[config.mk]
export PLATFORM = sky130hd
export DESIGN_NAME = core_low_power_state_control
export DESIGN_NICKNAME = d
export VERILOG_FILES = /design/src/pkg/lp_ctrl_pkg.sv /design/src/rtl/core_low_power_state_control.sv
export VERILOG_INCLUDE_DIRS = /design/src /design/src/pkg
export SDC_FILE = /design/constraint.sdc
export NUM_CORES = 1
export LEC_CHECK = 0
export ABC_AREA = 1
export BUFFER_PORTS_ARGS = -buffer_cell sky130_fd_sc_hd__buf_2
export CAP_MARGIN = 5
export CORE_ASPECT_RATIO = 1.75
export CORE_MARGIN = 2
export CORE_UTILIZATION = 55
export CTS_CLUSTER_DIAMETER = 200
export DETAILED_ROUTE_END_ITERATION = 6
export HOLD_SLACK_MARGIN = 0.03
export PLACE_DENSITY = 0.77
export SLEW_MARGIN = 30
export SYNTH_ARGS = -nofsm -noshare
export SYNTH_HDL_FRONTEND = slang
export SYNTH_SLANG_ARGS = --single-unit
[constraint.sdc]
create_clock -name i_ref_clk -period 1.68 [get_ports i_ref_clk]
set_input_delay 0.084 -clock i_ref_clk [delete_from_list [all_inputs] [get_ports i_ref_clk]]
set_output_delay 0.084 -clock i_ref_clk [all_outputs]
set_load 0.05 [all_outputs]
[src/pkg/lp_ctrl_regs.svh]
// Constants for the core low-power state controller
`ifndef LP_CTRL_REGS_SVH
`define LP_CTRL_REGS_SVH

// -----------------------------------------------------------------
// Break event bit positions
// -----------------------------------------------------------------
`define EV_SMI 0
`define EV_WARM 1
`define EV_LINT0 2
`define EV_LINT1 3
`define EV_W 4

// -----------------------------------------------------------------
// Timing counts, in bus clocks
// -----------------------------------------------------------------
`define SG_DELAY_CLKS 5'h14
`define SG_CNT_W 5

// -----------------------------------------------------------------
// Reset values
// -----------------------------------------------------------------
`define RST_EVENTS 4'h0
`define RST_CORES 2'h0
`define RST_CNT 5'h00

`endif

[src/pkg/lp_ctrl_pkg.sv]
// Types for the core low-power state controller
`include "lp_ctrl_regs.svh"

package lp_ctrl_pkg;

	// Controller states
	typedef enum logic [3:0] {
		ST_NORMAL = 4'h0,
		ST_HALT = 4'h1,
		ST_HALT_SNOOP = 4'h2,
		ST_XH_RATIO_DN = 4'h3,
		ST_XH_VSEL_DN = 4'h4,
		ST_XHALT = 4'h5,
		ST_XH_SNOOP = 4'h6,
		ST_XH_VSEL_UP = 4'h7,
		ST_XH_RATIO_UP = 4'h8,
		ST_SG_ACK = 4'h9,
		ST_SG_COUNT = 4'hA,
		ST_STOP_GRANT = 4'hB,
		ST_SG_SNOOP = 4'hC
	} lp_state_t;

	// Whole module state
	typedef struct packed {
		lp_state_t state;
		logic from_halt;
		logic smm;
		logic [`SG_CNT_W-1:0] cnt;
		logic [`EV_W-1:0] pend;
		logic ratio_low;
		logic vsel_low;
		logic [1:0] core_stop;
		logic sga_cycle;
		logic [`EV_W-1:0] deliver;
		logic snoop_active;
		logic stop_grant;
	} lp_regs_t;

	localparam lp_regs_t LP_RST = '{
		state: ST_NORMAL,
		from_halt: 1'b0,
		smm: 1'b0,
		cnt: `RST_CNT,
		pend: `RST_EVENTS,
		ratio_low: 1'b0,
		vsel_low: 1'b0,
		core_stop: `RST_CORES,
		sga_cycle: 1'b0,
		deliver: `RST_EVENTS,
		snoop_active: 1'b0,
		stop_grant: 1'b0
	};

endpackage

[src/rtl/core_low_power_state_control.sv]
// Low-power state controller: Normal, HALT, Extended HALT, Stop Grant, snoop states
`timescale 1ns/1ps
`include "lp_ctrl_regs.svh"

module core_low_power_state_control (
	// Clock and reset
	input wire logic i_ref_clk,
	input wire logic i_sys_rst,
	// Core and firmware status
	input wire logic [1:0] i_core_idle,
	input wire logic i_ext_halt_en,
	input wire logic i_hw_restart,
	// Break events, one-cycle pulses, then handler return and its HALT resume select
	input wire logic i_smi,
	input wire logic i_warm_restart,
	input wire logic [1:0] i_local_int,
	input wire logic i_smi_return,
	input wire logic i_smi_resume_halt,
	// Clock-stop and bus cycles
	input wire logic i_clk_stop_req,
	input wire logic i_sga_resp,
	input wire logic i_snoop_req,
	input wire logic i_snoop_done,
	// Operating point steps
	input wire logic i_ratio_done,
	input wire logic i_vsel_done,
	// Status outputs
	output logic [3:0] o_state,
	output logic [1:0] o_core_stop,
	output logic o_ratio_low,
	output logic o_vsel_low,
	output logic o_sga_cycle,
	output logic o_snoop_active,
	output logic o_stop_grant,
	output logic o_smm_active,
	output logic [`EV_W-1:0] o_event_deliver
);

	// -----------------------------------------------------------------
	// State and helpers
	// -----------------------------------------------------------------
	lp_ctrl_pkg::lp_regs_t s_r;
	lp_ctrl_pkg::lp_regs_t s_nxt;
	logic [`EV_W-1:0] ev;
	logic brk;

	// Return to Normal, handing over every latched event exactly once
	function automatic lp_ctrl_pkg::lp_regs_t to_normal(input lp_ctrl_pkg::lp_regs_t x,
		input logic [`EV_W-1:0] e);
		lp_ctrl_pkg::lp_regs_t y;
		y = x;
		y.state = lp_ctrl_pkg::ST_NORMAL;
		y.deliver = x.pend | e;
		y.pend = `RST_EVENTS;
		y.smm = x.smm | x.pend[`EV_SMI] | e[`EV_SMI];
		return y;
	endfunction

	function automatic logic in_sg(input lp_ctrl_pkg::lp_state_t st);
		return (st == lp_ctrl_pkg::ST_SG_ACK) || (st == lp_ctrl_pkg::ST_SG_COUNT) ||
			(st == lp_ctrl_pkg::ST_STOP_GRANT) || (st == lp_ctrl_pkg::ST_SG_SNOOP);
	endfunction

	// Event vector and break condition
	assign ev = {i_local_int, i_warm_restart, i_smi};
	assign brk = |(ev | s_r.pend);

	// -----------------------------------------------------------------
	// Next-state logic
	// -----------------------------------------------------------------
	always_comb
	begin
		s_nxt = s_r;
		s_nxt.sga_cycle = 1'b0;
		s_nxt.deliver = `RST_EVENTS;
		// Outside Normal events wait, so a burst counts only once
		if (s_r.state != lp_ctrl_pkg::ST_NORMAL)
			s_nxt.pend = s_r.pend | ev;
		case (s_r.state)
			lp_ctrl_pkg::ST_NORMAL:
			begin
				if (ev[`EV_SMI])
					s_nxt.smm = 1'b1;
				if (s_r.smm && i_smi_return)
				begin
					s_nxt.smm = 1'b0;
					if (i_smi_resume_halt)
						s_nxt.state = lp_ctrl_pkg::ST_HALT;
				end
				else if (i_clk_stop_req)
				begin
					s_nxt.sga_cycle = 1'b1;
					s_nxt.from_halt = 1'b0;
					s_nxt.state = lp_ctrl_pkg::ST_SG_ACK;
				end
				else if (&i_core_idle)
				begin
					if (i_ext_halt_en)
					begin
						s_nxt.ratio_low = 1'b1;
						s_nxt.state = lp_ctrl_pkg::ST_XH_RATIO_DN;
					end
					else
						s_nxt.state = lp_ctrl_pkg::ST_HALT;
				end
			end
			lp_ctrl_pkg::ST_HALT:
			begin
				if (brk)
					s_nxt = to_normal(s_r, ev);
				else if (i_clk_stop_req)
				begin
					s_nxt.sga_cycle = 1'b1;
					s_nxt.from_halt = 1'b1;
					s_nxt.state = lp_ctrl_pkg::ST_SG_ACK;
				end
				else if (i_snoop_req)
					s_nxt.state = lp_ctrl_pkg::ST_HALT_SNOOP;
			end
			lp_ctrl_pkg::ST_HALT_SNOOP:
				if (i_snoop_done)
					s_nxt.state = lp_ctrl_pkg::ST_HALT;
			lp_ctrl_pkg::ST_XH_RATIO_DN:
				// Only the core ratio moves; the bus clock is never touched
				if (i_ratio_done)
				begin
					s_nxt.vsel_low = 1'b1;
					s_nxt.state = lp_ctrl_pkg::ST_XH_VSEL_DN;
				end
			lp_ctrl_pkg::ST_XH_VSEL_DN:
				if (i_vsel_done)
					s_nxt.state = lp_ctrl_pkg::ST_XHALT;
			lp_ctrl_pkg::ST_XHALT:
			begin
				if (brk)
				begin
					s_nxt.vsel_low = 1'b0;
					s_nxt.state = lp_ctrl_pkg::ST_XH_VSEL_UP;
				end
				else if (i_snoop_req)
					s_nxt.state = lp_ctrl_pkg::ST_XH_SNOOP;
			end
			lp_ctrl_pkg::ST_XH_SNOOP:
				if (i_snoop_done)
					s_nxt.state = lp_ctrl_pkg::ST_XHALT;
			lp_ctrl_pkg::ST_XH_VSEL_UP:
				if (i_vsel_done)
				begin
					s_nxt.ratio_low = 1'b0;
					s_nxt.state = lp_ctrl_pkg::ST_XH_RATIO_UP;
				end
			lp_ctrl_pkg::ST_XH_RATIO_UP:
				if (i_ratio_done)
					s_nxt = to_normal(s_r, ev);
			lp_ctrl_pkg::ST_SG_ACK:
				if (i_sga_resp)
				begin
					s_nxt.cnt = `SG_CNT_W'(1);
					s_nxt.state = lp_ctrl_pkg::ST_SG_COUNT;
				end
			lp_ctrl_pkg::ST_SG_COUNT:
			begin
				// Counted from the response phase seen in the acknowledge state
				if (s_r.cnt == (`SG_DELAY_CLKS - `SG_CNT_W'(1)))
				begin
					s_nxt.cnt = `RST_CNT;
					s_nxt.state = lp_ctrl_pkg::ST_STOP_GRANT;
				end
				else
					s_nxt.cnt = s_r.cnt + `SG_CNT_W'(1);
			end
			lp_ctrl_pkg::ST_STOP_GRANT:
			begin
				if (!i_clk_stop_req)
				begin
					if (s_r.from_halt)
						s_nxt.state = lp_ctrl_pkg::ST_HALT;
					else
						s_nxt = to_normal(s_r, ev);
					s_nxt.from_halt = 1'b0;
				end
				else if (i_snoop_req)
					s_nxt.state = lp_ctrl_pkg::ST_SG_SNOOP;
			end
			lp_ctrl_pkg::ST_SG_SNOOP:
				if (i_snoop_done)
					s_nxt.state = lp_ctrl_pkg::ST_STOP_GRANT;
			default:
				s_nxt = lp_ctrl_pkg::LP_RST;
		endcase
		// Restart reinitializes at once; Stop Grant itself is kept until clock-stop drops
		if (i_hw_restart)
		begin
			s_nxt.pend = `RST_EVENTS;
			s_nxt.deliver = `RST_EVENTS;
			s_nxt.smm = 1'b0;
			s_nxt.from_halt = 1'b0;
			if (!in_sg(s_r.state))
				s_nxt = lp_ctrl_pkg::LP_RST;
		end
		// Per-core stop: a lone halted core stops while the package stays Normal
		if (s_nxt.state == lp_ctrl_pkg::ST_NORMAL)
			s_nxt.core_stop = i_core_idle;
		else
			s_nxt.core_stop = 2'h3;
		s_nxt.snoop_active = (s_nxt.state == lp_ctrl_pkg::ST_HALT_SNOOP) ||
			(s_nxt.state == lp_ctrl_pkg::ST_XH_SNOOP) ||
			(s_nxt.state == lp_ctrl_pkg::ST_SG_SNOOP);
		s_nxt.stop_grant = (s_nxt.state == lp_ctrl_pkg::ST_STOP_GRANT);
	end

	// State register
	always_ff @(posedge i_ref_clk)
	begin
		if (i_sys_rst)
			s_r <= lp_ctrl_pkg::LP_RST;
		else
			s_r <= s_nxt;
	end

	// -----------------------------------------------------------------
	// Outputs, all straight from the state register
	// -----------------------------------------------------------------
	assign o_state = s_r.state;
	assign o_core_stop = s_r.core_stop;
	assign o_ratio_low = s_r.ratio_low;
	assign o_vsel_low = s_r.vsel_low;
	assign o_sga_cycle = s_r.sga_cycle;
	assign o_snoop_active = s_r.snoop_active;
	assign o_stop_grant = s_r.stop_grant;
	assign o_smm_active = s_r.smm;
	assign o_event_deliver = s_r.deliver;
endmodule // core_low_power_state_control

* Word level (Yosys, flattened, before mapping) *
Cells that the tools add are included.
Widths: inputs -> output; s select.

operators by class
  multiplexer cells = 56
  reductions and logical operators = 18
  add/sub/neg operators = 1
  bitwise operators = 3
  equal/unequal tests = 28

operators with widths
  cell                number
  $mux 26             3
  $mux 4              19
  $pmux 4 s13         1
  $pmux 5 s6          1
  $eq 4x4->1 const B  7
  $ne 3x3->1 const B  8
  $pmux 6 s4          1
  $reduce_or 8->1     3
  $mux 22             1
  $mux 21             1
  $eq 4x3->1 const B  5
  $mux 1              16
  $pmux 4 s4          1
  $mux 5              3
  $mux 14             1
  $eq 4x2->1 const B  3
  $pmux 1 s6          2
  $pmux 2 s5          1
  $reduce_or 10->1    1
  $reduce_or 9->1     1
  $logic_not 4->1     2
  $pmux 2 s4          1
  $reduce_and 7->1    1
  $mux 6              1
  16 further kinds    22

storage, ports and cells
  register bits after elaboration = 26
  output and inout bits = 16

* Longest topological paths before layout *
Gate-level depths: netlist of the first run.

  word-level depth = 10
  mapped depth = 12
  mapped depth without buffers = 12

* Least setup slack after synthesis of the first run *
No wires, ideal clock.

  path type = register to register
  start point = register s_r, in the netlist o_smm_active
  end point = register s_r, in the netlist o_core_stop[0]
  arrival time = 1728 ps
  data required time = 1551 ps
  buffers on the path = 0
  slack = -177 ps
  setup time = 129 ps
  cell stages (with the launch flop) = 11
  path through = dfxtp_1 -> nand2_1 -> or2_2 -> nand3_1 -> nand2_1 -> nor2_1 -> nand2_1 -> nand2_1 -> nand3_1 -> nor2_1 -> nor2_1

between the ends
  cells in the longest elaborated chain, start to end = 7

ends and longest elaborated chain
  item                      line                                 text
  start: declaration        core_low_power_state_control.sv:42   lp_ctrl_pkg::lp_regs_t s_r;
  start signal: assignment  core_low_power_state_control.sv:216  s_r <= lp_ctrl_pkg::LP_RST;
  start signal: assignment  core_low_power_state_control.sv:218  s_r <= s_nxt;
  $logic_and 1x1->1 *       core_low_power_state_control.sv:84   if (s_r.smm && i_smi_return)
  $mux 4 *                  core_low_power_state_control.sv:84
  $pmux 4 s13 *             core_low_power_state_control.sv:79   case (s_r.state)
  $mux 26                   core_low_power_state_control.sv:198  if (!in_sg(s_r.state))
  $mux 26 *                 core_low_power_state_control.sv:192  if (i_hw_restart)
  $logic_not 4->1 *         core_low_power_state_control.sv:202  if (s_nxt.state == lp_ctrl_pkg::ST_NORMAL)
  $mux 2 *                  core_low_power_state_control.sv:202

Every way passes the cells marked *; elsewhere a longest branch is shown, timed or not.
A chain may end at the register's enable or synchronous reset.

* Final worst setup path of the first run *
  start point = register s_r, in the netlist o_state[0]
  end point = register s_r, in the netlist o_core_stop[1]

between the ends
  cells in the longest elaborated chain, start to end = 8
  elaborated cells on any way between the ends = 41

ends and longest elaborated chain
  item                                             line                                                                    text
  $mux 4 (tied with other cells)                   core_low_power_state_control.sv:117                                     else if (i_snoop_req)
  $mux 4 (tied with other cells)                   core_low_power_state_control.sv:111                                     else if (i_clk_stop_req)
  $mux 5 (tied with other cells)                   core_low_power_state_control.sv:109                                     if (brk)
  $pmux 4 s13 or $logic_or 1x1->1 (tied branches)  core_low_power_state_control.sv:79, core_low_power_state_control.sv:61
  $mux 26                                          core_low_power_state_control.sv:198
  $mux 26 *                                        core_low_power_state_control.sv:192
  $logic_not 4->1 *                                core_low_power_state_control.sv:202
  $mux 2 *                                         core_low_power_state_control.sv:202

Every way passes the cells marked *; elsewhere a longest branch is shown, timed or not. The select of a mux whose other input is x is not followed.

==> run_results.csv, run 1 <==
group,metric,value,unit
route,routedWlPerCell,15.7,um
die,design.core.area,2930,sq um
route,drc_errors,0,
timing,finalCriticalPeriod,1640,ps
timing,worst_pin_slew,457,ps
power_and_ir_drop,swShare,0.300,
power_and_ir_drop,p_clk_frac,0.342,
synth,syn_inst,283,
final_layout,fin_nets,364,
synth,avgSynthCellArea,6.03,sq um
synth,ys_ff_latch,26,
die,num_rows,26,
timing,finalHoldViolCount,0,
die,die_y,77.7,um
route,viasPerCell,5.66,
grt,grt.met2_usage,0.610,
final_layout,n_fill_cell,223,
die,die_area,3580,sq um
die,boundaryPins,34,
power_and_ir_drop,p_comb_frac,0.241,
timing,drv_slew,0,
synth,synthArstFlopShare,0,
final_layout,n_antenna_cell,0,
synth,synth_edf_count,0,
route,vias,2106,
grt,use_met1,0.345,
synth,synthesis.area,1710,sq um
synth,synthDistinctLibCells,30,
power_and_ir_drop,seq_power_share,0.417,
place,dp_hpwl,4.37,mm
route,firstDrtPassIters,4,
worst_setup_path,worst_ep_arrival_time,1850,ps
clock_tree,cts_tree,"yes",
power_and_ir_drop,p_leak,1.24,nW
final_layout,final_common_cell,"nor2_1",
synth,synthFlopType,"dfxtp_1",
final_layout,drive_above_1_share,0.398,
synth,ys_seq_area_frac,0.305,
timing,fin_setup_tns,0,ps
power_and_ir_drop,finalPower,0.00156,W
grt,grtUsageMet3,0.0395,
grt,grt_start_max_net_pins,16,
run,drv_cap,0,
final_layout,final_cell_mix,"nor2_1 (52), nand2_1 (51), buf_2 (33), buf_4 (33), inv_1 (27)",
timing,post-route-period-util,0.974,
route,detail_route.wirelength,5.84,mm
final_layout,final_area,2370,sq um
timing,max_freq,0.611,GHz
clock_tree,htreeDepth,1,
grt,grt_pass1_wl,9.11,mm
route,first_iter_violations,100,
clock_tree,clock_latency,280,ps
die,chipWidth,46.1,um
worst_setup_path,crit_fanout,6,
final_layout,final_core_util,0.810,
grt,grt-busiest-layer,"met2",
worst_hold_path,min_path_type,"in -> reg",
grt,grt_pass1_vias,2083,
clock_tree,clock_sink_count,26,
die,initial_utilization,0.582,
final_layout,syn_to_final_growth,39.0,%
place,gp_congestion,0.949,
worst_setup_path,end_kind,"flop",
status,status,"complete, no violations",
timing,rsz0062_at_grt,"true",
grt,track_usage,0.345,
timing,final-setup-viol-count,0,
worst_setup_path,required,1900,ps
route,detail-route-antenna-nets,0,
grt,antenna_found_initial,0,
power_and_ir_drop,intPower,0.00109,W
clock_tree,clockRootBuffer,"clkbuf_8",
timing,worst_hold_slack,27.5,ps
clock_tree,cts.clk_slew.worst_paths,100,ps
clock_tree,numCtsBuffers,3,
timing,fin_skew,4.65,ps
clock_tree,clockBufferDepth,2,
place,port_buffers,33,
power_and_ir_drop,peakVddDrop,0.000542,V
worst_setup_path,startpoint_type,"flop",
power_and_ir_drop,powerDensity,656,nW/um^2
worst_setup_path,critPathKind,"reg -> reg",
timing,relSlewSlack,0.692,
synth,yosysWarnings,0,
grt,gr-total-overflow,0,
place,placed_area,2040,sq um
power_and_ir_drop,p_sw,0.000467,W
synth,synthesis.nets,302,
==> worst paths after layout <==
path                   from        endpoint  slack, ps  depth (start not counted)
max              o_state[0]  o_core_stop[1]         40                         12
min          i_core_idle[0]  o_core_stop[0]         30                          3
max reg2reg      o_state[0]  o_core_stop[1]         40                         12
min reg2reg     o_ratio_low     o_ratio_low        460                          2
==> logic make-up after synthesis <==
kind of cell | count (synthesis) | share of synthesized area
buf+inv | 47 | 0.125
flops | 26 | 0.305
xor+xnor | 1 | 0.00514
fa+ha+maj | 1 | 0.00734
compound gates | 36 | 0.120
simple gates | 172 | 0.437
==> per-layer routing <==
layer  vias up  part of all wire
met5         -                 0
met4         0             0.079
met3        44             0.049
met2       108              0.55
met1       941              0.33
li1       1013                 -
==> final cells by class <==
cell class	instances	area, sq um	area share
clock buffer	3	41.3	0.0174
inverter	35	134	0.0565
sequential	26	539	0.227
multi-input combinational	210	1140	0.480
tap	28	35.0	0.0148
clock inverter	1	30.0	0.0127
timing repair buffer	69	454	0.192
==> state kept, by name, indices dropped and copies added, names as in the netlist <==
| signal | count |
|---|---|
| o_state | 4 |
| s_r | 10 |
| o_stop_grant | 1 |
| o_core_stop | 2 |
| o_snoop_active | 1 |
| o_ratio_low | 1 |
| o_vsel_low | 1 |
| o_sga_cycle | 1 |
| o_smm_active | 1 |
| o_event_deliver | 4 |
==> per-stage QoR <==
step           worst slack, ps  instances
2_1_floorplan             33.9        283
3_3_place_gp              -117        361
3_5_place_dp              -122        361
4_1_cts                  -2.75        367
5_1_grt                  -84.2        372
6_report                  44.4        372
==> synth_stat cells (all sizes together), types with 3 or more instances <==
| cell | count | share of area |
|---|---|---|
| nor2 | 74 | 0.18 |
| inv | 35 | 0.077 |
| o21ai | 12 | 0.035 |
| buf | 10 | 0.044 |
| a22oi | 3 | 0.013 |
| dfxtp | 26 | 0.31 |
| a21oi | 13 | 0.038 |
| nand2 | 63 | 0.14 |
| nand3 | 25 | 0.076 |
| nor3 | 4 | 0.015 |
==> worst max-delay path, stage by stage (launching register included) <==
cell     delay [ps]
dfxtp_4         410
buf_6           120
nand2_4          70
buf_4           160
nor2_2          170
nand2_1          90
nand2_1          70
nor2_1           50
nand2_1         110
nand2_2         100
nand3_2          90
nor2_1           50
nor2_1           90
==> repair_timing <==
item | CTS | global route
resized for setup | 7 | 51
setup buffers | 1 | 5
endpoints found under the hold margin | 1 | 0
setup endpoints to repair | 14 | 19
hold buffers | 1 | 0
pin swaps | 1 | 16
==> power by group through the flow <==
stage	clock [W]	combinational (W)	sequential (W)
2_1_floorplan	0	0.000201	0.000676
3_3_place_gp	0	0.000316	0.000663
3_5_place_dp	0	0.000317	0.000663
4_1_cts	0.000538	0.000323	0.000647
5_1_grt	0.000561	0.000407	0.000652
6_report	0.000531	0.000375	0.000649
No activity file was read; power rests on OpenSTA's default activity.
==> inputs of run 2 (changes only) <==
REMOVE_ABC_BUFFERS = 1   (was not set)
==> run_results.csv, run 2 (synthesized netlist as in run 1, its figures left out) <==
group,metric,value,unit
timing,post-route-period-util,1.00,
grt,gr-total-overflow,0,
status,violations,"setup timing",
worst_setup_path,required,1850,ps
die,chipWidth,46.1,um
route,routedWlPerCell,14.7,um
grt,grt_pass1_wl,8.44,mm
worst_hold_path,min_path_type,"in -> reg",
die,design.core.area,2930,sq um
timing,finalCriticalPeriod,1690,ps
clock_tree,clockBufferDepth,2,
clock_tree,cts_tree,"yes",
route,detail_route.wirelength,5.63,mm
die,initial_utilization,0.582,
timing,finalHoldViolCount,0,
timing,max_freq,0.593,GHz
run,drv_cap,0,
final_layout,n_fill_cell,207,
timing,worst_pin_slew,527,ps
worst_setup_path,r2r_start,"o_state[0]",
grt,grt_start_max_net_pins,16,
final_layout,largest_reg_flops,10,
clock_tree,clock_sink_count,26,
worst_setup_path,r2r_setup_slack,-7,ps
worst_setup_path,r2r.worst_path.cells,13,
worst_setup_path,end_kind,"flop",
worst_setup_path,critical_path.cell_chain,"buf_6, inv_4, nand2_2, nor2_2, buf_4, o21bai_1, nand2_1, nor2_1, nand2_1, nand2_2, nand3_2, nor2_1, nor2_1",
route,firstDrtPassIters,5,
timing,final-setup-viol-count,2,
die,num_rows,26,
worst_setup_path,worst_ep_arrival_time,1860,ps
timing,fin_skew,3.67,ps
place,port_buffers,33,
final_layout,final_cell_mix,"nor2_1 (57), nand2_1 (49), buf_4 (45), buf_2 (33), inv_1 (25)",
final_layout,final_common_cell,"nor2_1",
final_layout,n_antenna_cell,0,
final_layout,regMostFlops,"s_r",
route,vias,2103,
clock_tree,cts_hold_buf,0,
timing,worst_hold_slack,25.4,ps
final_layout,drive_above_1_share,0.398,
route,viasPerCell,5.51,
place,dp_hpwl,4.31,mm
final_layout,final_cells,382,
power_and_ir_drop,p_leak,1.26,nW
place,dp.cells,375,
clock_tree,clockRootBuffer,"clkbuf_8",
timing,fin_ws,-7.45,ps
route,drc_errors,0,
die,die_area,3580,sq um
worst_setup_path,crit_path_max_incr_delay,430,ps
timing,fin_setup_tns,-9.06,ps
die,die_y,77.7,um
clock_tree,htreeDepth,1,
clock_tree,numCtsBuffers,3,
timing,rsz0062_at_grt,"true",
worst_setup_path,startpoint_type,"flop",
power_and_ir_drop,powerDensity,646,nW/um^2
die,boundaryPins,34,
worst_setup_path,path_common_cell,"nor2_1",
worst_setup_path,critPathKind,"reg -> reg",
worst_setup_path,cp-startpoint,"o_state[0]",
route,detail-route-antenna-nets,0,
final_layout,syn_to_final_growth,42.0,%
clock_tree,cts.clk_slew.worst_paths,100,ps
final_layout,fin_nets,374,
worst_setup_path,crit_end,"o_core_stop[1]",
timing,drv_slew,0,
grt,track_usage,0.322,
clock_tree,clock_latency,280,ps
route,first_iter_violations,97,
grt,antenna_found_initial,0,
timing,relSlewSlack,0.645,
worst_setup_path,r2r-end,"o_core_stop[1]",
worst_setup_path,critPathSlowestCell,"dfxtp_4",
final_layout,final_area,2420,sq um
place,placed_area,2150,sq um
status,status,"finished, violations left",
power_and_ir_drop,peakVddDrop,0.000432,V
grt,grt_pass1_vias,1995,
place,gp_congestion,1.02,
worst_setup_path,crit_fanout,5,
[run 2: how the worst min path moves through the flow]
| stage | start | to | slack, ps | cells after the start |
|---|---|---|---|---|
| finish | i_core_idle[0] | o_core_stop[0] | 30 | 3 |
| global placement | i_core_idle[1] | o_core_stop[1] | 310 | 3 |
| detailed placement | i_core_idle[0] | o_core_stop[0] | 320 | 3 |
| CTS | i_core_idle[0] | o_core_stop[0] | 30 | 3 |
| floorplan | i_sys_rst | o_snoop_active | 150 | 1 |
| global route | i_core_idle[0] | o_core_stop[0] | 40 | 3 |
[run 2: report_power, final]
group          switching, W  leakage [nW]  internal [W]
Sequential        0.0000173         0.214      0.000631
Combinational      0.000238          1.01      0.000146
Clock              0.000213        0.0357      0.000319
[run 2: area by class of cell]
cell class                      count  area, sq um  area share
Timing Repair Buffer               79          514       0.212
Clock inverter                      1         30.0      0.0124
Inverter                           35          136      0.0563
Clock buffer                        3         41.3      0.0171
Tap cell                           28         35.0      0.0145
Sequential cell                    26          536       0.221
Multi-Input combinational cell    210         1130       0.466
[run 2: what timing repair did]
item                                    CTS  global route
setup buffers                             0             3
pin swaps                                 0            11
endpoints found under the setup margin    6            14
resized for setup                         4            51
[run 2: critical path: cells and delay by family (launching register included)]
kind                   cells  cell delay [ps]
AOI/OAI and AO/OA          1              120
buffers and inverters      3              320
DFF                        1              430
and+or+nand+nor            9              700
[run 2: stage by stage]
stage               worst slack, ps  power, W   util
floorplan                      -218  0.000858      -
global placement              -23.1  0.000994  0.733
detailed placement            -27.4  0.000997  0.733
CTS                           -11.5   0.00152  0.759
global route                   -185   0.00163  0.827
finish                        -7.45   0.00157  0.827
[run 2: routing by layer]
| layer | GRT usage | wire length, um |
|---|---|---|
| met1 | 0.329 | 2070 |
| met2 | 0.568 | 2920 |
| met3 | 0.0302 | 248 |
| met4 | 0.211 | 393 |
| met5 | 0 | 0 |
==> inputs of run 3 (changes only) <==
CORE_UTILIZATION = 59   (was 55)
PLACE_DENSITY = 0.82   (was 0.77)
clock period = 2 ns   (was 1.68 ns; I/O delays follow)
==> run_results.csv, run 3 (synthesized netlist as in run 1, its figures left out) <==
group,metric,value,unit
timing,drv_slew,0,
die,num_rows,25,
worst_setup_path,r2r-end,"o_core_stop[1]",
timing,max_freq,0.538,GHz
die,design.core.area,2720,sq um
die,chipWidth,44.6,um
worst_setup_path,worst_ep_arrival_time,2030,ps
worst_setup_path,startpoint_type,"flop",
grt,antenna_found_initial,0,
grt,track_usage,0.323,
worst_setup_path,r2r_setup_slack,140,ps
place,placed_area,1840,sq um
die,die_area,3350,sq um
place,port_buffers,33,
worst_hold_path,worstHoldPathCells,3,
worst_hold_path,holdPathEnd,"o_core_stop[1]",
status,status,"complete, no violations",
final_layout,final_core_util,0.702,
route,routedWlPerCell,14.5,um
route,viasPerCell,5.58,
clock_tree,post_cts_buffers,0,
clock_tree,cts.clk_slew.worst_paths,100,ps
worst_setup_path,critical_path.cell_chain,"inv_2, nand2_2, nor2_1, nor2_1, nand3_2, nand2_2, inv_2, nand2_1, nand3_1, nor2_1, nor2_1",
final_layout,n_fill_cell,272,
place,gp_congestion,0.997,
final_layout,final_common_cell,"nor2_1",
final_layout,drive_above_1_share,0.200,
timing,rsz0062_at_grt,"false",
route,met2_wirelength,2.67,mm
die,initial_utilization,0.627,
grt,grt_pass1_wl,7.70,mm
clock_tree,clockBufferDepth,2,
worst_setup_path,required,2180,ps
route,drc_errors,0,
route,firstDrtPassIters,5,
clock_tree,clock_sink_count,26,
final_layout,syn_to_final_growth,12.0,%
clock_tree,numCtsBuffers,3,
timing,finalCriticalPeriod,1860,ps
clock_tree,htreeDepth,1,
timing,final-setup-viol-count,0,
route,detail-route-antenna-nets,0,
final_layout,final_area,1910,sq um
route,wl_met3,170,um
route,top_layer,"met4",
final_layout,regMostFlops,"s_r",
timing,fin_skew,7.09,ps
die,boundaryPins,34,
grt,grt_pass1_vias,1777,
worst_setup_path,critPathSlowestCell,"dfxtp_1",
power_and_ir_drop,finalPower,0.00123,W
clock_tree,cts_hold_buf,0,
route,first_iter_violations,90,
power_and_ir_drop,p_leak,0.974,nW
final_layout,fin_nets,330,
worst_setup_path,end_kind,"flop",
place,dp_hpwl,4.10,mm
final_layout,n_antenna_cell,0,
clock_tree,clockRootBuffer,"clkbuf_8",
die,die_y,75.1,um
grt,grt_start_max_net_pins,16,
timing,finalHoldViolCount,0,
worst_setup_path,path_common_cell,"nor2_1",
worst_setup_path,r2r.worst_path.cells,11,
power_and_ir_drop,peakVddDrop,0.000469,V
timing,worst_pin_slew,466,ps
timing,relSlewSlack,0.686,
worst_setup_path,crit_fanout,7,
route,wl_met1,1.67,mm
route,detail_route.wirelength,4.88,mm
worst_hold_path,min-delay-start,"i_core_idle[1]",
worst_setup_path,critPathKind,"reg -> reg",
power_and_ir_drop,powerDensity,643,nW/um^2
worst_setup_path,r2r_start,"o_state[1]",
worst_setup_path,crit_path_max_incr_delay,510,ps
grt,gr-total-overflow,0,
clock_tree,clock_latency,280,ps
clock_tree,cts_tree,"yes",
worst_hold_path,min_path_type,"in -> reg",
final_layout,final_cell_mix,"nor2_1 (69), nand2_1 (59), buf_2 (33), inv_1 (27), dfxtp_1 (25)",
route,vias,1881,
final_layout,largest_reg_flops,10,
timing,fin_setup_tns,0,ps
run,drv_cap,0,
timing,post-route-period-util,0.929,
run 3: changes by cell type in the layout (fill, tap and decap cells not counted), sizes merged:
| cell | before | now |
|---|---|---|
| buf | 79 | 35 |
run 3: what timing repair did:
item | in CTS | in global routing
gates resized for setup | 0 | 1
setup endpoints to repair | 0 | 2
hold endpoints to repair | 0 | 0
run 3: critical path: cells and delay by family (launching register included):
kind / cells / cell delay (ps)
buf+inv: 2 / 170
simple gates: 9 / 1070
flops: 1 / 510
run 3: per-stage QoR:
stage	setup slack, ps	hold WS [ps]	std cells
2_1_floorplan	102	169	271
3_3_place_gp	120	330	333
3_5_place_dp	128	330	333
4_1_cts	105	39.9	337
5_1_grt	12.2	49.8	337
6_report	142	39.7	337
run 3: worst max path at each step:
stage / depth (start not counted) / from / slack (ps) / end
final: 11 / o_state[1] / 140 / o_core_stop[1]
after floorplan: 11 / o_state[1] / 100 / o_core_stop[0]
after global placement: 10 / o_state[2] / 120 / o_core_stop[1]
after global routing: 11 / o_state[1] / 10 / o_core_stop[0]
after detailed placement: 10 / o_state[2] / 130 / o_core_stop[0]
after CTS: 10 / o_state[2] / 100 / o_core_stop[0]
run 3: layout make-up:
class,instances,area (sq um),share of cell area
clock buffer,3,41.3,0.0216
tap,27,33.8,0.0177
multi-input combinational,210,971,0.509
timing repair buffer,35,180,0.0944
inverter,35,131,0.0688
sequential,26,522,0.273
clock inverter,1,30.0,0.0157
run 3: layer usage:
metal	vias to the layer above	global-route usage
met4	0	0.276
li1	947	-
met3	28	0.0288
met2	67	0.605
met1	839	0.293
met5	-	0
run 3: power breakdown:
group / leakage (nW) / total [W] / internal (W) / switching (W)
clock: 0.0357 / 0.000443 / 0.000268 / 0.000175
sequential: 0.212 / 0.000546 / 0.000533 / 0.0000120
combinational: 0.726 / 0.000240 / 0.0000728 / 0.000167
total: 0.974 / 0.00123 / 0.000874 / 0.000354
